**config.mk**
```make
export PLATFORM = sky130hd
export DESIGN_NAME = pcort_top
export DESIGN_NICKNAME = d
export VERILOG_FILES = /design/src/hw/pcort_pkg.sv /design/src/hw/pcort_top.sv /design/src/hw/pcort_tagger.sv /design/src/hw/pcort_counter.sv
export VERILOG_INCLUDE_DIRS = /design/src /design/src/hw
export SDC_FILE = /design/constraint.sdc
export NUM_CORES = 1
export LEC_CHECK = 0
export BUFFER_PORTS_ARGS = -buffer_cell sky130_fd_sc_hd__buf_2
export CAP_MARGIN = 20
export CELL_PAD_IN_SITES_DETAIL_PLACEMENT = 0
export CELL_PAD_IN_SITES_GLOBAL_PLACEMENT = 1
export CORE_ASPECT_RATIO = 0.6
export CORE_MARGIN = 2
export CORE_UTILIZATION = 23
export CTS_BUF_LIST = sky130_fd_sc_hd__clkbuf_2
export CTS_CLUSTER_SIZE = 40
export DETAILED_ROUTE_END_ITERATION = 16
export PLACE_DENSITY = 0.53
export SKIP_CTS_REPAIR_TIMING = 1
export SYNTH_ARGS = -nofsm -noshare
export SYNTH_HDL_FRONTEND = slang
export SYNTH_SLANG_ARGS = --single-unit
```
**constraint.sdc**
```tcl
create_clock -name CLK -period 5.19 [get_ports CLK]
set_clock_uncertainty 0.2 [all_clocks]
set_input_delay 0 -clock CLK [delete_from_list [all_inputs] [get_ports CLK]]
set_output_delay 0 -clock CLK [all_outputs]
set_load 0.01 [all_outputs]
```
**src/hw/pcort_defines.svh**
```systemverilog
// constants for the performance counter overflow and retire-tag block
// Summary of operation
// RL1 - each counter may request overflow interrupt
// RL2 - interrupt only when enable flag set
// RL3 - interrupt goes to local interrupt controller
// RL4 - each counter exposes its own overflow flag
// RL5 - interrupt on first event after wrap
// RL6 - software presets minus count plus one
// RL7 - force overflow flags every increment
// RL8 - software enables a counter per selector
// RL9 - software selects a real event
// RL10 - retire mode counts committed work only
// RL11 - micro-op is bogus or retired, never both
// RL12 - tag once, count once at retirement
// RL13 - four independent tagging mechanisms
// RL14 - front-end tags counted by front-end event
// RL15 - execution tags counted by execution event
// RL16 - replay tags include mispredicted branches
// RL17 - counter wraps and sets overflow flag
// RL18 - overflow flag sticky until cleared
// RL19 - fourth mechanism counts retired events untagged
// RL20 - one request per overflow, flag already set
`ifndef PCORT_DEFINES_SVH
`define PCORT_DEFINES_SVH
`define PCORT_NCNT        4
`define PCORT_CNT_W       40
`define PCORT_ADDR_W      8
`define PCORT_CTRL_BASE   8'h00
`define PCORT_CNT_LO_BASE 8'h20
`define PCORT_CNT_HI_BASE 8'h40
`define PCORT_STATUS      8'h60
`define PCORT_ID          8'h64
`define PCORT_ID_VAL      32'h0000_5a5a // arbitrary value, names no maker
`define PCORT_B_EN        0
`define PCORT_B_OVI       1
`define PCORT_B_FORCE     2
`define PCORT_B_RETIRE    3
`define PCORT_SEL_LSB     4
`define PCORT_SEL_W       3
`define PCORT_CTRL_W      7
`define PCORT_RESP_OK     2'b00
`define PCORT_RESP_ERR    2'b10
`endif

```
**src/hw/pcort_pkg.sv**
```systemverilog
// types for the performance counter overflow and retire-tag block
package pcort_pkg;
	// event selection: 0 is the null event
	typedef enum logic [2:0] {
		PCORT_EV_NONE   = 3'h0,
		PCORT_EV_RAW    = 3'h1,
		PCORT_EV_FRONT  = 3'h2,
		PCORT_EV_EXEC   = 3'h3,
		PCORT_EV_REPLAY = 3'h4,
		PCORT_EV_INSTR  = 3'h5,
		PCORT_EV_UOPS   = 3'h6
	} pcort_event_t;
	// bus slave states
	typedef enum logic [2:0] {
		PCORT_S_IDLE = 3'b001,
		PCORT_S_RESP = 3'b010,
		PCORT_S_HOLD = 3'b100
	} pcort_bstate_t;
endpackage : pcort_pkg

```
**src/hw/pcort_top.sv**
```systemverilog
// performance counters with overflow interrupt and retire tagging
//
// Decided for this implementation: the AXI4-Lite slave port and the register offsets.
`timescale 1ns/1ps
`include "pcort_defines.svh"
module pcort_top (
	// clock and reset
	input  wire logic        CLK,
	input  wire logic        NRST,
	// AXI4-Lite write address
	input  wire logic [7:0]  AWADDR,
	input  wire logic        AWVALID,
	output logic             AWREADY,
	// AXI4-Lite write data
	input  wire logic [31:0] WDATA,
	input  wire logic [3:0]  WSTRB,
	input  wire logic        WVALID,
	output logic             WREADY,
	// AXI4-Lite write response
	output logic [1:0]       BRESP,
	output logic             BVALID,
	input  wire logic        BREADY,
	// AXI4-Lite read
	input  wire logic [7:0]  ARADDR,
	input  wire logic        ARVALID,
	output logic             ARREADY,
	output logic [31:0]      RDATA,
	output logic [1:0]      RRESP,
	output logic             RVALID,
	input  wire logic        RREADY,
	// core events, one pulse per cycle each
	input  wire logic        RAW_EVENT,
	input  wire logic        UOP_ALLOC,
	input  wire logic        FRONT_HIT,
	input  wire logic        EXEC_HIT,
	input  wire logic        REPLAY_HIT,
	input  wire logic        BRANCH_MISPREDICT,
	input  wire logic        UOP_RETIRE,
	input  wire logic        UOP_CANCEL,
	input  wire logic        INSTR_RETIRE,
	// to the local interrupt controller vector entry
	output logic             COUNTER_OVERFLOW_INTERRUPT
);
	localparam int N = `PCORT_NCNT;

	// per-counter control registers and state
	logic [`PCORT_CTRL_W-1:0] ctrl_r [N];
	logic [`PCORT_CNT_W-1:0]  count  [N];
	logic [N-1:0]             flag;
	logic [N-1:0]             irq;
	logic [N-1:0]             inc;
	logic [N-1:0]             ld_lo;
	logic [N-1:0]             ld_hi;
	logic [N-1:0]             clr;

	// tag classification pulses
	logic front_ret;
	logic exec_ret;
	logic replay_ret;
	logic front_bog;
	logic exec_bog;
	logic replay_bog;

	// RL13 four mechanisms
	// RL14 front-end tag slot
	pcort_tagger u_front (
		.CLK           (CLK),
		.NRST          (NRST),
		.alloc         (UOP_ALLOC),
		.event_hit     (FRONT_HIT),
		.retire        (UOP_RETIRE),
		.cancel        (UOP_CANCEL),
		.tagged_retire (front_ret),
		.tagged_bogus  (front_bog)
	);
	// RL15 execution tag slot
	pcort_tagger u_exec (
		.CLK           (CLK),
		.NRST          (NRST),
		.alloc         (UOP_ALLOC),
		.event_hit     (EXEC_HIT),
		.retire        (UOP_RETIRE),
		.cancel        (UOP_CANCEL),
		.tagged_retire (exec_ret),
		.tagged_bogus  (exec_bog)
	);
	// RL16 replay and mispredict tag
	pcort_tagger u_replay (
		.CLK           (CLK),
		.NRST          (NRST),
		.alloc         (UOP_ALLOC),
		.event_hit     (REPLAY_HIT | BRANCH_MISPREDICT),
		.retire        (UOP_RETIRE),
		.cancel        (UOP_CANCEL),
		.tagged_retire (replay_ret),
		.tagged_bogus  (replay_bog)
	);

	// bus decode
	logic [7:0]  aw_r;
	logic [31:0] wd_r;
	logic        aw_ok_r;
	logic        w_ok_r;
	logic        wr_go;
	logic        wr_hit;
	logic [2:0]  wr_idx;
	logic [2:0]  rd_idx;
	logic [31:0] rd_val;
	logic        rd_hit;

	assign AWREADY = !aw_ok_r && !BVALID;
	assign WREADY  = !w_ok_r && !BVALID;
	assign wr_go   = aw_ok_r && w_ok_r;
	assign wr_idx  = aw_r[4:2];
	assign rd_idx  = ARADDR[4:2];
	assign ARREADY = !RVALID;

	genvar g;
	generate
		for (g = 0; g < N; g++) begin : g_cnt
			logic [`PCORT_SEL_W-1:0] sel;
			logic                    ret_mode;
			logic                    ev;
			assign sel      = ctrl_r[g][`PCORT_SEL_LSB +: `PCORT_SEL_W];
			assign ret_mode = ctrl_r[g][`PCORT_B_RETIRE];
			// RL10 retire mode drops bogus work
			// RL19 untagged retired counts
			assign ev =
				(sel == pcort_pkg::PCORT_EV_RAW)    ? RAW_EVENT :
				(sel == pcort_pkg::PCORT_EV_FRONT)  ?
					(ret_mode ? front_ret : front_ret | front_bog) :
				(sel == pcort_pkg::PCORT_EV_EXEC)   ?
					(ret_mode ? exec_ret : exec_ret | exec_bog) :
				(sel == pcort_pkg::PCORT_EV_REPLAY) ?
					(ret_mode ? replay_ret : replay_ret | replay_bog) :
				(sel == pcort_pkg::PCORT_EV_INSTR)  ? INSTR_RETIRE :
				(sel == pcort_pkg::PCORT_EV_UOPS)   ?
					(ret_mode ? UOP_RETIRE : UOP_RETIRE | UOP_CANCEL) :
				1'b0;
			// RL9 null event never counts
			assign inc[g]   = ev;
			assign ld_lo[g] = wr_go && aw_r[7:5] == 3'h1 && wr_idx == 3'(g);
			assign ld_hi[g] = wr_go && aw_r[7:5] == 3'h2 && wr_idx == 3'(g);
			// writing a 1 to a status bit clears that flag
			assign clr[g]   = wr_go && aw_r == `PCORT_STATUS && wd_r[g];

			// RL5 wrap then first event
			pcort_counter u_cnt (
				.CLK             (CLK),
				.NRST            (NRST),
				.enable          (ctrl_r[g][`PCORT_B_EN]),
				.ovi_en          (ctrl_r[g][`PCORT_B_OVI]),
				.force_overflow  (ctrl_r[g][`PCORT_B_FORCE]),
				.inc             (inc[g]),
				.load_lo         (ld_lo[g]),
				.load_hi         (ld_hi[g]),
				.wdata           (wd_r),
				.flag_clr        (clr[g]),
				.count_r         (count[g]),
				.overflow_flag_r (flag[g]),
				.irq_r           (irq[g])
			);

			// control register write
			always_ff @(posedge CLK or negedge NRST) begin
				if (!NRST) begin
					ctrl_r[g] <= '0;
				end else if (wr_go && aw_r[7:5] == 3'h0 &&
					wr_idx == 3'(g)) begin
					ctrl_r[g] <= wd_r[`PCORT_CTRL_W-1:0];
				end
			end
		end
	endgenerate

	// RL1 per-counter request
	// RL3 merged to controller
	always_ff @(posedge CLK or negedge NRST) begin
		if (!NRST) begin
			COUNTER_OVERFLOW_INTERRUPT <= 1'b0;
		end else begin
			COUNTER_OVERFLOW_INTERRUPT <= |irq;
		end
	end

	// write channel capture, either order
	always_ff @(posedge CLK or negedge NRST) begin
		if (!NRST) begin
			aw_r    <= 8'h00;
			wd_r    <= 32'h0000_0000;
			aw_ok_r <= 1'b0;
			w_ok_r  <= 1'b0;
		end else begin
			if (AWVALID && AWREADY) begin
				aw_r    <= AWADDR;
				aw_ok_r <= 1'b1;
			end else if (wr_go) begin
				aw_ok_r <= 1'b0;
			end
			if (WVALID && WREADY) begin
				wd_r   <= WDATA;
				w_ok_r <= 1'b1;
			end else if (wr_go) begin
				w_ok_r <= 1'b0;
			end
		end
	end

	// write hits: ctrl, count lo, count hi, status
	assign wr_hit = (aw_r[7:5] <= 3'h2 && aw_r[4:2] < 3'(N) &&
		aw_r[1:0] == 2'b00) || aw_r == `PCORT_STATUS;

	// write response; partial strobes are taken as full words
	always_ff @(posedge CLK or negedge NRST) begin
		if (!NRST) begin
			BVALID <= 1'b0;
			BRESP  <= `PCORT_RESP_OK;
		end else if (wr_go) begin
			BVALID <= 1'b1;
			BRESP  <= wr_hit ? `PCORT_RESP_OK : `PCORT_RESP_ERR;
		end else if (BREADY) begin
			BVALID <= 1'b0;
		end
	end

	// read mux
	logic [`PCORT_CNT_W-1:0] rc;
	assign rc = count[rd_idx[1:0]];
	// RL4 flags readable per counter
	assign rd_hit = (ARADDR[7:5] <= 3'h2 && rd_idx < 3'(N)) ||
		ARADDR == `PCORT_STATUS || ARADDR == `PCORT_ID;
	assign rd_val =
		(ARADDR == `PCORT_STATUS) ? {28'h000_0000, flag} :
		(ARADDR == `PCORT_ID)     ? `PCORT_ID_VAL :
		(ARADDR[7:5] == 3'h0)     ?
			{25'h000_0000, ctrl_r[rd_idx[1:0]]} :
		(ARADDR[7:5] == 3'h1)     ? rc[31:0] :
		{24'h00_0000, rc[`PCORT_CNT_W-1:32]};

	// read response
	always_ff @(posedge CLK or negedge NRST) begin
		if (!NRST) begin
			RVALID <= 1'b0;
			RDATA  <= 32'h0000_0000;
			RRESP  <= `PCORT_RESP_OK;
		end else if (ARVALID && ARREADY) begin
			RVALID <= 1'b1;
			RDATA  <= rd_hit ? rd_val : 32'h0000_0000;
			RRESP  <= rd_hit ? `PCORT_RESP_OK : `PCORT_RESP_ERR;
		end else if (RREADY) begin
			RVALID <= 1'b0;
		end
	end

	// event selects of the first and last counter, watched below
	logic [`PCORT_SEL_W-1:0] chk_sel0;
	logic [`PCORT_SEL_W-1:0] chk_sel3;
	logic                    chk_ret0;
	logic                    chk_ret3;
	assign chk_sel0 = ctrl_r[0][`PCORT_SEL_LSB +: `PCORT_SEL_W];
	assign chk_sel3 = ctrl_r[N-1][`PCORT_SEL_LSB +: `PCORT_SEL_W];
	assign chk_ret0 = ctrl_r[0][`PCORT_B_RETIRE];
	assign chk_ret3 = ctrl_r[N-1][`PCORT_B_RETIRE];
endmodule // pcort_top

```
**src/hw/pcort_tagger.sv**
```systemverilog
// one retire-tag slot: tags a micro-op once, classifies it at commit
`timescale 1ns/1ps
`include "pcort_defines.svh"
module pcort_tagger (
	// clock and reset
	input  wire logic CLK,
	input  wire logic NRST,
	// life-cycle of the tracked micro-op
	input  wire logic alloc,
	input  wire logic event_hit,
	input  wire logic retire,
	input  wire logic cancel,
	// classification pulses
	output logic      tagged_retire,
	output logic      tagged_bogus
);
	logic tag_r;
	logic tag_nxt;
	logic done;

	assign done = retire | cancel;
	// RL12 tag only once
	assign tag_nxt = alloc ? event_hit : (done ? 1'b0 : (tag_r | event_hit));

	// repeat hits leave the tag set, so the slot counts once
	always_ff @(posedge CLK or negedge NRST) begin
		if (!NRST) begin
			tag_r <= 1'b0;
		end else begin
			tag_r <= tag_nxt;
		end
	end

	// RL11 retire beats cancel
	assign tagged_retire = retire & (tag_r | event_hit);
	assign tagged_bogus  = cancel & ~retire & (tag_r | event_hit);
endmodule // pcort_tagger

```
**src/hw/pcort_counter.sv**
```systemverilog
// one counter: wrap, sticky overflow flag, interrupt request pulse
`timescale 1ns/1ps
`include "pcort_defines.svh"
module pcort_counter (
	// clock and reset
	input  wire logic                    CLK,
	input  wire logic                    NRST,
	// control
	input  wire logic                    enable,
	input  wire logic                    ovi_en,
	input  wire logic                    force_overflow,
	input  wire logic                    inc,
	// software load and clear
	input  wire logic                    load_lo,
	input  wire logic                    load_hi,
	input  wire logic [31:0]             wdata,
	input  wire logic                    flag_clr,
	// state
	output logic [`PCORT_CNT_W-1:0]      count_r,
	output logic                         overflow_flag_r,
	output logic                         irq_r
);
	logic [`PCORT_CNT_W-1:0] count_nxt;
	logic                    step;
	logic                    wrap;
	logic                    ovf_ev;
	logic                    late_ev;
	logic                    irq_ev;
	logic                    armed_r;
	logic                    armed_nxt;
	logic                    flag_nxt;

	assign step = enable & inc;
	// RL17 wrap past maximum
	assign wrap = step & (&count_r);
	// RL7 force overflow each step
	assign ovf_ev = wrap | (step & force_overflow);
	// RL5 interrupt on the event after a wrap
	// so a preset of minus n plus one interrupts exactly on event n
	assign late_ev = step & armed_r;
	assign irq_ev  = late_ev | (step & force_overflow);
	// a new preset drops a pending wrap: the count no longer belongs to it
	assign armed_nxt = (load_lo | load_hi) ? 1'b0 :
		wrap ? 1'b1 : (step ? 1'b0 : armed_r);
	assign count_nxt = load_lo ? {count_r[`PCORT_CNT_W-1:32], wdata} :
		load_hi ? {wdata[`PCORT_CNT_W-33:0], count_r[31:0]} :
		step ? count_r + 1'b1 : count_r;
	// RL18 sticky, set beats clear
	// RL20 the interrupting event marks the flag again
	assign flag_nxt = ovf_ev | (late_ev & ovi_en) |
		(overflow_flag_r & ~flag_clr);

	// interrupt is registered with the flag so the flag is visible in the same cycle
	always_ff @(posedge CLK or negedge NRST) begin
		if (!NRST) begin
			count_r         <= '0;
			overflow_flag_r <= 1'b0;
			armed_r         <= 1'b0;
			irq_r           <= 1'b0;
		end else begin
			count_r         <= count_nxt;
			overflow_flag_r <= flag_nxt;
			armed_r         <= armed_nxt;
			// RL2 gated by enable flag
			irq_r           <= irq_ev & ovi_en;
		end
	end
endmodule // pcort_counter

```
Yosys cells after proc, flatten, opt, wreduce, memory -nomap -nowiden --
Index checks and enable logic that the tools add are counted.
Cells by class: bitwise operators 73, reductions and logical operators 69, add/sub/neg operators 4, muxes and demuxes 90, $lt $le $gt $ge 5, equality and inequality tests 37
Operator list (count):
- two-way mux 40 bit | 10
- two-way mux 32 bit | 9
- adder 40 x 1 -> 40 bit, second input constant | 4
- AND reduction 40 bit | 4
- binary-select mux 40 bit (select 2 bit) | 1
- two-way mux 1 bit | 65
- == test 3 bit, second input constant | 12
- bitwise AND 1 bit | 35
- == test 3 x 2 -> 1 bit, second input constant | 11
- logical AND 1 bit | 29
- bitwise OR 1 bit | 28
- == test 8 x 7 -> 1 bit, second input constant | 3
- nonzero test 2 bit | 12
- == test 3 x 1 -> 1 bit, second input constant | 7
- AND reduction 2 bit | 8
- binary-select mux 7 bit (select 2 bit) | 1
- two-way mux 7 bit | 2
- nonzero test 3 bit | 4
- logical NOT 3 bit | 3
- NOT 1 bit | 9
- != test 2 x 1 -> 1 bit, second input constant | 4
- <= comparator 3 x 2 -> 1 bit, second input constant | 2
- < comparator 3 bit, second input constant | 2
- logical NOT 1 bit | 4
- other kinds (6) | 9
Word-level totals: word-level logic and storage cells 315, bits in registers 284

Logic depth before layout (Yosys ltp) --
depth in word-level cells 14, gate-level depth with buffers 8, mapped depth without buffers 7

Modules after synthesis --
Synthesis repeated with hierarchy kept, for this count alone.
Second synthesis, totals: cell total of the unflattened synthesis 1698, area total of the unflattened synthesis 16706.0 µm²
Modules (own cells, without submodules):
- pcort_counter at g_cnt[0].u_cnt ... | cells each 302, area an instance 2603.7 µm², instances 3, sequential area each 1076.0 µm²
- pcort_top | cells each 458, area an instance 5977.0 µm², instances 1, sequential area each 2677.6 µm²
- pcort_counter at g_cnt[1].u_cnt | cells each 313, area an instance 2733.9 µm², instances 1, sequential area each 1076.0 µm²
- pcort_tagger | cells each 7, area an instance 61.3 µm², instances 3, sequential area each 25.0 µm²

Worst setup path before layout --
Ideal clock, no wire load.
kind reg-to-reg, start point register ctrl_r (netlist bit chk_sel0[1]), end point register g_cnt[0].u_cnt.count_r[11], stages on the path, launching flop included 7, arrival time 2.048 ns, library setup time 0.077 ns, path slack 2.864 ns, required time 4.913 ns, path through dfrtp_1 > nand2b_1 > a22o_1 > a2111oi_4 > or3b_2 > xor2_1 > a21oi_1
Between the ends: longest elaborated chain between the ends 10, elaborated cells between the ends (all ways) 15, those cells by class eq/ne: 6; mux: 6; bitwise: 1; reduce/logical: 2
RTL lines:
- start, declared | RTL line pcort_top.sv:47 | logic [`PCORT_CTRL_W-1:0] ctrl_r [N];
- start signal, assigned by index | RTL line pcort_top.sv:170 | ctrl_r[g] <= wd_r[`PCORT_CTRL_W-1:0];
- == test 3 bit | RTL line pcort_top.sv:137 | (sel == pcort_pkg::PCORT_EV_UOPS) ?
- two-way mux 1 bit | RTL line pcort_top.sv:137
- two-way mux 1 bit | RTL line pcort_top.sv:136 | (sel == pcort_pkg::PCORT_EV_INSTR) ? INSTR_RETIRE :
- two-way mux 1 bit | RTL line pcort_top.sv:134 | (sel == pcort_pkg::PCORT_EV_REPLAY) ?
- two-way mux 1 bit | RTL line pcort_top.sv:132 | (sel == pcort_pkg::PCORT_EV_EXEC) ?
- two-way mux 1 bit | RTL line pcort_top.sv:130 | (sel == pcort_pkg::PCORT_EV_FRONT) ?
- two-way mux 1 bit (*) | RTL line pcort_top.sv:129 | (sel == pcort_pkg::PCORT_EV_RAW) ? RAW_EVENT :
- bitwise AND 1 bit (*) | RTL line pcort_counter.sv:33 | assign step = enable & inc;
- nonzero test 2 bit (no line) (*)
- AND reduction 2 bit (no line) (*)
- end signal, assigned | RTL line pcort_counter.sv:61 | count_r <= count_nxt;
- end, declared | RTL line pcort_counter.sv:19 | output logic [`PCORT_CNT_W-1:0] count_r,
Mark *: on every way between the ends. The rest lies on a longest branch, timed or not. A chain may end at the register's enable or synchronous reset.

Worst setup path after layout --
start point input ARADDR[5], end point register RDATA[14]
Between the ends: longest elaborated chain between the ends 6, elaborated cells between the ends (all ways) 13, those cells by class order compare: 1; eq/ne: 3; mux: 5; reduce/logical: 4
RTL lines:
- start, declared | RTL line pcort_top.sv:24 | input wire logic [7:0] ARADDR,
- == test 3 x 1 -> 1 bit | RTL line pcort_top.sv:237 | (ARADDR[7:5] == 3'h1) ? rc[31:0] :
- two-way mux 32 bit | RTL line pcort_top.sv:237
- two-way mux 32 bit | RTL line pcort_top.sv:235 | (ARADDR[7:5] == 3'h0) ?
- two-way mux 32 bit | RTL line pcort_top.sv:234 | (ARADDR == `PCORT_ID) ? `PCORT_ID_VAL :
- two-way mux 32 bit | RTL line pcort_top.sv:233 | (ARADDR == `PCORT_STATUS) ? {28'h000_0000, flag} :
- two-way mux 32 bit (*) | RTL line pcort_top.sv:248 | RDATA <= rd_hit ? rd_val : 32'h0000_0000;
- end signal, assigned | RTL line pcort_top.sv:248
- end, declared | RTL line pcort_top.sv:27 | output logic [31:0] RDATA,
Marked as above.

==> flow_summary.ini <==
[global_routing]
grt_first_pass_wirelength_mm = 91.8
grt_pass1_vias = 13600
antenna_found_initial = 4
gr-total-overflow = 0
grt_max_degree = 133
grt.total_usage_pct = 17.0

[place]
io_buffers = 103
post-place-ws_ns = 2.03
dpl_cell_area_um2 = 17600
place_congestion = 0.825
dp_hpwl_mm = 43.9

[routing]
drcViolationCount = 0
antenna_left = 0
detail_route.wl_per_cell_um = 21.5
drt_pass1_iterations = 7
viasPerCell = 5.01
vias = 14800
drt_iter0_drc = 1243
wl_mm = 63.4

[worst_setup_path]
endpoint = RDATA[14]$_DFFE_PN0P_
crit_path_end_kind = register
setup.worst_path.start_class = input port
rr_startpoint = ctrl_r[19]$_DFFE_PN0P_
cp_max_fo = 10
cp.arrival_ns = 4.78
r2r_end = g_cnt[1].u_cnt.count_r[1]$_DFFE_PN0P_
critical_path_class = in -> reg
critical_path.startpoint = ARADDR[5]
required_ns = 5.96
r2r_cells = 8
r2r_slack_ns = 1.73

[timing]
period_minus_slack_ns = 4.00
rsz0062_at_grt = no
setup_viol = 0
slew_headroom_pct = 24.4
tns_ns = 0
hold_viol = 0
fin_ws_ns = 1.19
period_share_pct = 77.2
slew_violations = 0
worst_slew_pin_slew_ns = 1.13
max_freq_mhz = 250

[floorplanning]
core_um2 = 69500
placementRows = 75
die_h_um = 209
die_area_um2 = 72100
die_w_um = 345
ios = 110
start_util_pct = 23.1

[clocking]
cts_tree = done
clockRootBuffer = clkbuf_2
clock_latency_ns = 1.09
h-tree-depth = 3
clkSinkCount = 282
cts_buffers = 80
cts_buffer_depth = 3
clk_pin_slew_ns = 0.09

[synth]
netlist-cell-type-count = 77
netlist_instances = 1668
yosysWarningCount = 0
synth_seq_cells = 282
synth_edf_count = 0
synth_flop_cell = dfrtp_1
synth-async-reset-ratio_pct = 100
synth_area_um2 = 16100
synth_area_per_cell_um2 = 9.64
synth-seq-area-share_pct = 43.9

[finish]
regArea_um2 = 7060
multi_input_area_um2 = 8520
layout-drive-gt1-share_pct = 19.4
fill_cells = 7312
syn_to_final_growth_pct = 26.0
nNetsFinal = 2035
stdcell_area_um2 = 20300

[power_and_ir_drop]
power.density_nw_per_um2 = 491
clock_power_share_pct = 17.2
seq_power_share_pct = 41.1
p_comb_share_pct = 41.7
p_int_uw = 5270
switching_power_uw = 4670
ir_drop_mv = 0.297
netSwitchingFraction_pct = 47.0
power_leakage_uw = 0.00802

[job]
max_cap_violations = 0

[min_path]
worstHoldPathType = in -> reg

[status]
status = completed
-- logic make-up after synthesis --
| group | count (synthesis) | share of synthesized area [%] |
|---|---|---|
| flops | 282 | 43.9 |
| buf+inv | 138 | 3.39 |
| xor+xnor | 122 | 6.65 |
| simple gates | 667 | 21.1 |
| compound gates | 333 | 13.1 |
| other cells | 1 | 0.0233 |
| fa+ha+maj | 4 | 0.311 |
| mux | 121 | 11.6 |
-- Yosys cell counts, drive strengths merged, types with 14 or more instances --
master    n  area share (%)
and3     35             1.4
mux2i    14            0.87
nor2    138             3.2
o21ai    99             3.1
clkbuf   85             2.0
mux4     46             6.5
inv      27            0.63
xor2     52             2.8
a22o     33             1.8
mux2     61             4.3
nor4     38             1.7
a21oi   108             3.4
nor3     54             1.7
and4     16            0.87
xnor2    70             3.8
buf      26            0.77
nand2   171             4.0
o22ai    18            0.70
nand3    77             2.4
nand4    68             2.6
dfrtp   282              44
-- per-stage QoR --
step | std cells | utilization (%) | power (uW) | hold slack [ns]
after detailed placement | 2615 | 25.3 | 7820 | -0.122
after CTS | 2751 | 26.3 | 9590 | -1.33
after global routing | 2945 | 29.1 | 10600 | -0.0112
after global placement | 2614 | 25.3 | 7780 | -0.119
after floorplan | 1669 | - | 6000 | -0.496
final | 2946 | 29.1 | 9950 | 0.00176
-- cell type report --
class	instances	area share, %
well taps	924	5.71
repair buffers	323	13.4
clock buffers	120	2.96
multi-input cells	1249	42.1
diodes	5	0.0618
inverters	27	0.500
flip-flops and latches	282	34.8
clock inverters	16	0.426
-- critical path: stages --
cell and delay, ns:
dlygate4sd3_1 0.54, dlygate4sd3_1 0.57, buf_2 0.21, a211oi_1 0.26
dlygate4sd3_1 0.58, nand2_1 0.05, dlygate4sd3_1 0.64, o21ai_0 0.30
o21a_1 0.27, dlygate4sd3_1 0.66, a22o_1 0.14, dlygate4sd3_1 0.53
-- power groups by stage --
stage | clock, uW | combinational (uW) | sequential (uW)
3_5_place_dp | 0 | 3740 | 4080
4_1_cts | 1780 | 3760 | 4050
3_3_place_gp | 0 | 3700 | 4080
2_1_floorplan | 0 | 2580 | 3420
5_1_grt | 1890 | 4520 | 4190
6_report | 1710 | 4150 | 4090
-- cell usage in the layout, fill, tap and decap left out, drive strengths merged, types with 13 or more instances in the layout --
master / count
dfrtp: 282
dlygate4sd3: 186
nand2: 171
nor2: 138
buf: 137
clkbuf: 120
a21oi: 108
o21ai: 99
nand3: 77
xnor2: 70
nand4: 68
mux2: 61
nor3: 54
xor2: 52
mux4: 46
nor4: 38
and3: 35
a22o: 33
inv: 28
o22ai: 18
and4: 16
mux2i: 14
clkinv: 14
or3: 13
-- per-layer routing --
metal	track usage [%]	vias up	part of all wire, %
met3	4.22	94	7.8
met4	4.33	0	1.7
li1	-	6781	-
met5	0	-	0
met1	26.8	7338	51
met2	22.4	551	39
-- sequential cells by signal (all words and copies together), names as in the netlist, 3 cells and up --
signal / cells
chk_sel0: 3
ctrl_r: 20
chk_sel3: 3
g_cnt.u_cnt.overflow_flag_r: 4
RDATA: 32
aw_r: 8
g_cnt.u_cnt.irq_r: 4
g_cnt.u_cnt.count_r: 160
g_cnt.u_cnt.armed_r: 4
wd_r: 32
-- how the worst min path moves through the flow --
stage | from | endpoint | slack [ns] | cells past startpoint
after floorplan | NRST | BRESP[1]$_DFFE_PN0P_ | -0.50 | 0
after global placement | NRST | RDATA[11]$_DFFE_PN0P_ | -0.12 | 1
final | BRANCH_MISPREDICT | g_cnt[2].u_cnt.overflow_flag_r$_DFF_PN0_ | 0.002 | 6
after CTS | NRST | g_cnt[3].u_cnt.count_r[7]$_DFFE_PN0P_ | -1.33 | 1
after global routing | BRANCH_MISPREDICT | g_cnt[2].u_cnt.overflow_flag_r$_DFF_PN0_ | -0.01 | 6
after detailed placement | NRST | RDATA[14]$_DFFE_PN0P_ | -0.12 | 1
Note: power is estimated with default switching activity, not from simulation.
